$ cat src/rtl/alu_status_consts.vh
// named constants for the arithmetic status flag register
`ifndef ALU_STATUS_CONSTS_VH
`define ALU_STATUS_CONSTS_VH

// ==========================================================
// data and register widths
`define DATA_W 8
`define FLAG_W 5
`define ADDR_W 2
`define OP_W 4
`define BITSEL_W 3

// ==========================================================
// flag bit positions inside the status register and nibble bit bounds of a data byte
`define NEG_BIT 4
`define OVF_BIT 3
`define ZERO_BIT 2
`define HALF_BIT 1
`define CARRY_BIT 0
`define NIB_HI 7
`define NIB_HI_LO 4
`define NIB_LO_HI 3
`define NIB_LO 0

// ==========================================================
// register map of the software port
`define STAT_ADDR 2'h0
`define RES_ADDR 2'h1
`define LASTOP_ADDR 2'h2

// ==========================================================
// reset values and fill patterns
`define STAT_RST 5'h00
`define RES_RST 8'h00
`define OP_RST 4'h0
`define BYTE_ZERO 8'h00
`define BYTE_ONES 8'hFF
`define BYTE_ONE 8'h01
`define UPPER_ZERO 3'h0
`define NIB_ZERO 4'h0
`define FLAGS_NONE 5'h00
`define FLAGS_ALL 5'h1F
`define FLAGS_NZ 5'h14
`define FLAGS_Z 5'h04
`define FLAGS_NOVZ 5'h1C

// ==========================================================
// operation codes driven by the execution datapath
`define OP_ADD 4'h0
`define OP_ADDC 4'h1
`define OP_SUB 4'h2
`define OP_SUBB 4'h3
`define OP_AND 4'h4
`define OP_IOR 4'h5
`define OP_XOR 4'h6
`define OP_CLR 4'h7
`define OP_FILE_TO_FILE_MOVE_INSTRUCTION 4'h8
`define OP_ACCUMULATOR_STORE_INSTRUCTION 4'h9
`define OP_BCLR 4'hA
`define OP_BSET 4'hB
`define OP_SWAP 4'hC
`define OP_INC 4'hD
`define OP_DEC 4'hE
`define OP_COMF 4'hF

`endif

$ cat src/rtl/flag_adder.v
// eight-bit adder that also reports half carry, carry and signed overflow
`timescale 1ns/100ps
`include "alu_status_consts.vh"

module flag_adder #(
  parameter W = 8
) (
  // operands
  input wire [W-1:0] a,
  input wire [W-1:0] b,
  input wire cin,
  // results
  output wire [W-1:0] sum,
  output wire half_carry,
  output wire carry,
  output wire ovf
);

  // ==========================================================
  // split add so the carry out of the low nibble is visible
  wire [`NIB_HI_LO:0] lo;
  wire [W-`NIB_HI_LO:0] hi;

  assign lo = {1'b0, a[`NIB_LO_HI:`NIB_LO]} + {1'b0, b[`NIB_LO_HI:`NIB_LO]} + {`NIB_ZERO, cin};
  assign hi = {1'b0, a[W-1:`NIB_HI_LO]} + {1'b0, b[W-1:`NIB_HI_LO]}
    + {{(W-`NIB_HI_LO){1'b0}}, lo[`NIB_HI_LO]};
  assign sum = {hi[W-`NIB_HI_LO-1:0], lo[`NIB_LO_HI:`NIB_LO]};
  // carry out of the fourth low-order bit [RULE9]
  assign half_carry = lo[`NIB_HI_LO];
  // carry out of the most significant bit [RULE9]
  assign carry = hi[W-`NIB_HI_LO];
  // sign changes although both addends share a sign [RULE7]
  assign ovf = (a[W-1] == b[W-1]) && (sum[W-1] != a[W-1]);

endmodule // flag_adder

$ cat src/rtl/alu_status_flag_register.v
// status flag register of the core with its flag-producing alu
`timescale 1ns/100ps
`include "alu_status_consts.vh"

// How it works
// RULE1 - status register is an ordinary operand: source or destination of any operation.
// RULE2 - flag-affecting operation aimed at status: flags take alu values, write blocked.
// RULE3 - clear aimed at status sets zero flag only, others kept.
// RULE4 - bit clear, bit set, swap and both moves leave all five flags alone.
// RULE5 - subtraction uses carry and half carry as inverted borrow indicators.
// RULE6 - negative flag at bit 4 copies result msb.
// RULE7 - overflow flag at bit 3 set when signed result changes sign wrongly.
// RULE8 - zero flag at bit 2 set when result is zero.
// RULE9 - half carry bit 1 from low nibble, carry bit 0 from msb.
// RULE10 - upper three status bits unimplemented: read zero, writes ignored.
module alu_status_flag_register (
  // clock and reset
  input wire CLK,
  input wire NRST,
  // software register port
  input wire [`ADDR_W-1:0] ADDR,
  input wire [`DATA_W-1:0] WDATA,
  input wire WR,
  input wire RD,
  output reg [`DATA_W-1:0] RDATA,
  // execution datapath request
  input wire OP_VALID,
  input wire [`OP_W-1:0] OP_CODE,
  input wire [`DATA_W-1:0] OP_FILE,
  input wire [`DATA_W-1:0] OP_ACC,
  input wire [`BITSEL_W-1:0] OP_BITSEL,
  input wire OP_SRC_STATUS,
  input wire OP_DST_STATUS,
  // execution datapath answer
  output wire [`DATA_W-1:0] RESULT,
  output wire [`DATA_W-1:0] STATUS
);

  // ==========================================================
  // state
  reg [`FLAG_W-1:0] stat_q;
  reg [`FLAG_W-1:0] stat_d;
  reg [`DATA_W-1:0] res_q;
  reg [`OP_W-1:0] lastop_q;
  wire [`DATA_W-1:0] stat_byte;

  // upper bits are unimplemented and always zero [RULE10]
  assign stat_byte = {`UPPER_ZERO, stat_q};
  assign STATUS = stat_byte;
  assign RESULT = res_q;

  // ==========================================================
  // operand selection
  wire [`DATA_W-1:0] opa;
  // status byte may be fetched as the file operand [RULE1]
  assign opa = OP_SRC_STATUS ? stat_byte : OP_FILE;

  // ==========================================================
  // adder steering
  reg [`DATA_W-1:0] add_b;
  reg add_cin;
  wire [`DATA_W-1:0] add_sum;
  wire add_hc;
  wire add_c;
  wire add_ovf;

  always @* begin
    add_b = OP_ACC;
    add_cin = 1'b0;
    case (OP_CODE)
      `OP_ADD: begin
        add_b = OP_ACC;
        add_cin = 1'b0;
      end
      `OP_ADDC: begin
        add_b = OP_ACC;
        add_cin = stat_q[`CARRY_BIT];
      end
      // subtract by adding the two's complement, so carry set means no borrow [RULE5]
      `OP_SUB: begin
        add_b = ~OP_ACC;
        add_cin = 1'b1;
      end
      // borrow in is the inverted carry flag [RULE5]
      `OP_SUBB: begin
        add_b = ~OP_ACC;
        add_cin = stat_q[`CARRY_BIT];
      end
      `OP_INC: begin
        add_b = `BYTE_ZERO;
        add_cin = 1'b1;
      end
      `OP_DEC: begin
        add_b = `BYTE_ONES;
        add_cin = 1'b0;
      end
      default: begin
        add_b = OP_ACC;
        add_cin = 1'b0;
      end
    endcase
  end

  flag_adder #(
    .W(`DATA_W)
  ) u_adder (
    .a(opa),
    .b(add_b),
    .cin(add_cin),
    .sum(add_sum),
    .half_carry(add_hc),
    .carry(add_c),
    .ovf(add_ovf)
  );

  // ==========================================================
  // result and affected-flag mask per operation
  reg [`DATA_W-1:0] res_d;
  reg [`FLAG_W-1:0] mask;
  wire [`DATA_W-1:0] bit_onehot;

  assign bit_onehot = `BYTE_ONE << OP_BITSEL;

  always @* begin
    res_d = opa;
    mask = `FLAGS_NONE;
    case (OP_CODE)
      `OP_ADD, `OP_ADDC, `OP_SUB, `OP_SUBB: begin
        res_d = add_sum;
        mask = `FLAGS_ALL;
      end
      // inc and dec have no borrow flag of interest beyond the full set
      `OP_INC, `OP_DEC: begin
        res_d = add_sum;
        mask = `FLAGS_ALL;
      end
      `OP_AND: begin
        res_d = opa & OP_ACC;
        mask = `FLAGS_NZ;
      end
      `OP_IOR: begin
        res_d = opa | OP_ACC;
        mask = `FLAGS_NZ;
      end
      `OP_XOR: begin
        res_d = opa ^ OP_ACC;
        mask = `FLAGS_NZ;
      end
      `OP_COMF: begin
        res_d = ~opa;
        mask = `FLAGS_NZ;
      end
      // clear touches only the zero flag [RULE3]
      `OP_CLR: begin
        res_d = `BYTE_ZERO;
        mask = `FLAGS_Z;
      end
      // moves, bit ops and swap change no flag [RULE4]
      `OP_FILE_TO_FILE_MOVE_INSTRUCTION: begin
        res_d = opa;
        mask = `FLAGS_NONE;
      end
      `OP_ACCUMULATOR_STORE_INSTRUCTION: begin
        res_d = OP_ACC;
        mask = `FLAGS_NONE;
      end
      `OP_BCLR: begin
        res_d = opa & ~bit_onehot;
        mask = `FLAGS_NONE;
      end
      `OP_BSET: begin
        res_d = opa | bit_onehot;
        mask = `FLAGS_NONE;
      end
      `OP_SWAP: begin
        res_d = {opa[`NIB_LO_HI:`NIB_LO], opa[`NIB_HI:`NIB_HI_LO]};
        mask = `FLAGS_NONE;
      end
      default: begin
        res_d = opa;
        mask = `FLAGS_NONE;
      end
    endcase
  end

  // ==========================================================
  // flag values produced by the alu
  wire [`FLAG_W-1:0] alu_flags;

  assign alu_flags[`NEG_BIT] = res_d[`DATA_W-1]; // [RULE6]
  assign alu_flags[`OVF_BIT] = add_ovf; // [RULE7]
  assign alu_flags[`ZERO_BIT] = (res_d == `BYTE_ZERO); // [RULE8]
  assign alu_flags[`HALF_BIT] = add_hc; // [RULE9]
  assign alu_flags[`CARRY_BIT] = add_c; // [RULE9]

  // ==========================================================
  // next status value
  // an operation in flight wins over a software write in the same cycle;
  // the datapath owns the register while an instruction retires
  always @* begin
    stat_d = stat_q;
    if (OP_VALID) begin
      if (OP_DST_STATUS && (mask != `FLAGS_NONE)) begin
        // destination write blocked; affected flags from alu, rest kept [RULE2] [RULE3]
        stat_d = (mask & alu_flags) | (~mask & stat_q);
      end else if (OP_DST_STATUS) begin
        // flag-neutral ops store their result like any register [RULE1] [RULE4]
        stat_d = res_d[`FLAG_W-1:0];
      end else begin
        stat_d = (mask & alu_flags) | (~mask & stat_q);
      end
    end else if (WR && (ADDR == `STAT_ADDR)) begin
      // only the five flags are stored; upper bits dropped [RULE1] [RULE10]
      stat_d = WDATA[`FLAG_W-1:0];
    end
  end

  // ==========================================================
  // registers
  always @(posedge CLK or negedge NRST) begin
    if (!NRST) begin
      stat_q <= `STAT_RST;
      res_q <= `RES_RST;
      lastop_q <= `OP_RST;
    end else begin
      stat_q <= stat_d;
      if (OP_VALID) begin
        res_q <= res_d;
        lastop_q <= OP_CODE;
      end
    end
  end

  // ==========================================================
  // read port: data one cycle after the strobe, zero otherwise
  always @(posedge CLK or negedge NRST) begin
    if (!NRST) begin
      RDATA <= `BYTE_ZERO;
    end else if (RD) begin
      case (ADDR)
        `STAT_ADDR: RDATA <= stat_byte; // [RULE10]
        `RES_ADDR: RDATA <= res_q;
        `LASTOP_ADDR: RDATA <= {`NIB_ZERO, lastop_q};
        default: RDATA <= `BYTE_ZERO;
      endcase
    end else begin
      RDATA <= `BYTE_ZERO;
    end
  end

endmodule // alu_status_flag_register

$ cat config.mk
export PLATFORM = sky130hd
export DESIGN_NAME = alu_status_flag_register
export DESIGN_NICKNAME = d
export VERILOG_FILES = /design/src/rtl/flag_adder.v /design/src/rtl/alu_status_flag_register.v
export VERILOG_INCLUDE_DIRS = /design/src /design/src/rtl
export SDC_FILE = /design/constraint.sdc
export NUM_CORES = 1
export LEC_CHECK = 0
export ABC_AREA = 1
export BUFFER_PORTS_ARGS = -buffer_cell sky130_fd_sc_hd__buf_4
export CAP_MARGIN = 20
export CORE_MARGIN = 2
export CORE_UTILIZATION = 55
export DETAILED_ROUTE_END_ITERATION = 6
export GPL_ROUTABILITY_DRIVEN = 0
export HOLD_SLACK_MARGIN = 0.1
export PLACE_DENSITY = 0.8
export SETUP_SLACK_MARGIN = 0.5
export SLEW_MARGIN = 0
export SYNTH_ARGS = -nofsm -noshare
export SYNTH_HDL_FRONTEND = slang
export SYNTH_SLANG_ARGS = --single-unit
$ cat constraint.sdc
create_clock -name CLK -period 9.33 [get_ports CLK]
set_input_delay 0.933 -clock CLK [delete_from_list [all_inputs] [get_ports CLK]]
set_output_delay 0.933 -clock CLK [all_outputs]
set_load 0.03 [all_outputs]
==> key figures <==
Job
  – Max-cap check violation count: 0

Global route
  – Vias in the first global route: 2780
  – Largest net degree at the start of global routing: 26
  – Remaining global-route overflow: 0
  – First-pass GRT wire length: 13.0 mm
  – GR Util All Layers: 0.307
  – Initial antenna violation count: 0

STA
  – Worst slew pin tran: 0.643 ns
  – Fin crit share: 0.533
  – Setup TNS: 0 ns
  – Min Tclk post-route: 4.97 ns
  – Slew Viols, Final: 0
  – RSZ-0062 raised after global routing: no
  – Clock Skew: 0.00701 ns
  – Fmax: 201 MHz
  – Final Setup Violations: 0
  – Slew headroom: 0.570
  – Final hold vios: 0

Synth
  – Top FF cell, synth: dfrtp_1
  – Yosys reg bits: 25
  – Distinct cells, synth: 30
  – Syn Area/Cell: 5.79 sq um
  – Post-synth EDFFs: 0
  – Warnings from Yosys: 0
  – Post-Syn Area: 0.00268 sq mm
  – Top cell type's share of synthesized area: 0.234
  – Synth Instances: 462
  – Sequential share of the synthesized area: 0.234
  – Leading area contributor after synthesis: dfrtp_1
  – Asr flop ratio synth: 1.00
  – Synth top area cells: dfrtp_1 23%, nand2_1 23%, nand3_1 10%

Cells and area
  – Diode count: 0
  – Final non-filler cell total: 571
  – Proportion of layout cells with a drive suffix above 1: 0.149
  – Synthesis-to-finish area growth: 18.9%
  – Layout net count: 568

Worst setup path
  – Worst Path Arrival: 5.17 ns
  – Critical path launch point type: primary input
  – Most used cell, CP: nand2_1
  – Crit path max-delay cell type: fa_1
  – Max incr delay on CP: 0.48 ns
  – CP delay by family, top: adder cells
  – CP bufs+invs: 5
  – Req. time, crit path: 9.52 ns
  – Critical path fanouts, max: 8
  – CP Class: primary input to flop
  – CP Capture Type: flop

Placement
  – DP Wirelength: 6.64 mm
  – IO buf count: 57
  – Dpl cells: 567

Die
  – Starting density of the core: 0.570
  – Die height: 73.7 microns
  – I/O pin total: 64
  – Die ar.: 0.00544 sq mm
  – Total core area: 0.00469 sq mm
  – Die width: 73.7 microns
  – # rows: 25

Clocking
  – Clk slew on worst S/H paths: 0.09 ns
  – Post CTS Setup Buffer Count: 0
  – Htree depth: 1
  – CTS root buf: clkbuf_8
  – Resize count post-CTS: 0
  – CTS max path bufs: 2
  – CTS tree: yes
  – Clk sink count: 25
  – Number of hold buffers added after CTS: 0
  – Clock Latency Late Sink: 0.27 ns
  – Number of clock buffers inserted by TritonCTS: 3

Detailed routing
  – Final ANT Viol Nets: 0
  – Vias: 3213
  – First drt pass iteration count: 7
  – Met3 WL: 852 microns
  – Wire length on met1: 3.58 mm
  – Drt drc: 0
  – Final WL: 8.33 mm
  – First DRT Iteration DRCs: 303
  – DR top layer: met4
  – Avg Vias per Cell: 5.63
  – Met2 WL: 3.73 mm
  – Drt wl/cell: 14.6 microns

Pwr
  – Worst VDD drop: 0.101 mV
  – Leak Pwr: 0.00182 uW
  – Pwr dens: 123 mW/mm^2

Run status
  – Outcome: finished clean

Min path
  – HP Class: flop to flop
[tightest hold or removal path, delay by kind of cell (launching register included)]
kind               cells  cell delay, ns
AOI/OAI and AO/OA      1            0.06
DFF                    1            0.37
and+or+nand+nor        1            0.05
[kinds of logic (layout without fill, tap and decap cells)]
family	after synthesis	after routing	share of synthesized area
XOR/XNOR	3	3	0.00982
buffers and inverters	72	125	0.107
flip-flops	25	25	0.234
AO/OA/AOI/OAI	65	65	0.142
adder cells (fa/ha/maj)	10	10	0.0580
other	1	3	0.00140
AND/OR/NAND/NOR	286	286	0.448
[layer usage]
layer,GRT usage,vias up
met5,0,-
met4,0.0687,0
met3,0.0658,20
met2,0.485,177
met1,0.431,1426
li1,-,1590
[cells in the mapped netlist, types with 4 or more instances]
| master | number |
|---|---|
| inv_1 | 61 |
| dfrtp_1 | 25 |
| nand3_1 | 54 |
| buf_4 | 4 |
| a21oi_1 | 8 |
| o21ai_0 | 38 |
| nor3_1 | 4 |
| o211ai_1 | 5 |
| a22oi_1 | 4 |
| nand2_1 | 163 |
| nand2_2 | 6 |
| fa_1 | 4 |
| ha_1 | 6 |
| nor2_1 | 50 |
[path summary, 6_finish.rpt]
path	from	to	slack [ns]	depth (start not counted)
max	OP_CODE[0]	stat_q[2]	4.36	25
min	lastop_q[0]	lastop_q[0]	0.51	2
max reg2reg	stat_q[0]	stat_q[2]	5.52	20
min reg2reg	lastop_q[0]	lastop_q[0]	0.51	2
max in group asynchronous	NRST	stat_q[3]	8.54	1
min in group asynchronous	NRST	lastop_q[0]	0.54	1
[per-stage QoR]
| step | setup WS [ns] | area (sq um) | total power, uW | hold WS, ns | util |
|---|---|---|---|---|---|
| final | 4.36 | 3180 | 391 | 0.514 | 0.678 |
| after floorplan | 4.89 | 2680 | 256 | 0.454 | - |
| after global routing | 4.06 | 3180 | 418 | 0.532 | 0.678 |
| after global placement | 4.33 | 3130 | 320 | 0.479 | 0.667 |
| after CTS | 4.49 | 3180 | 389 | 0.508 | 0.678 |
| after detailed placement | 4.25 | 3130 | 323 | 0.485 | 0.667 |
[report_power, final]
part           switching, uW  internal (uW)
logic                    124           66.3
registers               12.6            122
clock network           35.9           30.3
total                    172            219
[cell type report]
class,instances,area (sq um)
well taps,54,67.6
clock inverters,1,7.51
clock buffers,3,41.3
inverters,64,240
repair buffers,57,428
fillers,459,1510
flip-flops and latches,25,626
multi-input cells,367,1770
[sequential cells by signal, summed over array words and instances (netlist names)]
register / cells
RESULT: 8
RDATA: 8
stat_q: 5
lastop_q: 4
[cell usage in the layout (no fill, tap or decap)]
cell type / count
nand2_1: 163
inv_1: 61
buf_4: 57
nand3_1: 54
nor2_1: 50
o21ai_0: 38
dfrtp_1: 25
a21oi_1: 8
nand2_2: 6
ha_1: 6
o211ai_1: 5
a22oi_1: 4
nor3_1: 4
fa_1: 4
inv_2: 3
o22ai_1: 3
xor2_1: 3
nand4_1: 3
conb_1: 3
clkbuf_8: 3
nand2_4: 2
a31oi_1: 2
or2_2: 2
o2111ai_1: 2
nor2_2: 1
nor2_4: 1
o31ai_1: 1
a21oi_4: 1
a221oi_1: 1
clkinvlp_4: 1
(Power assumes the default switching activity.)
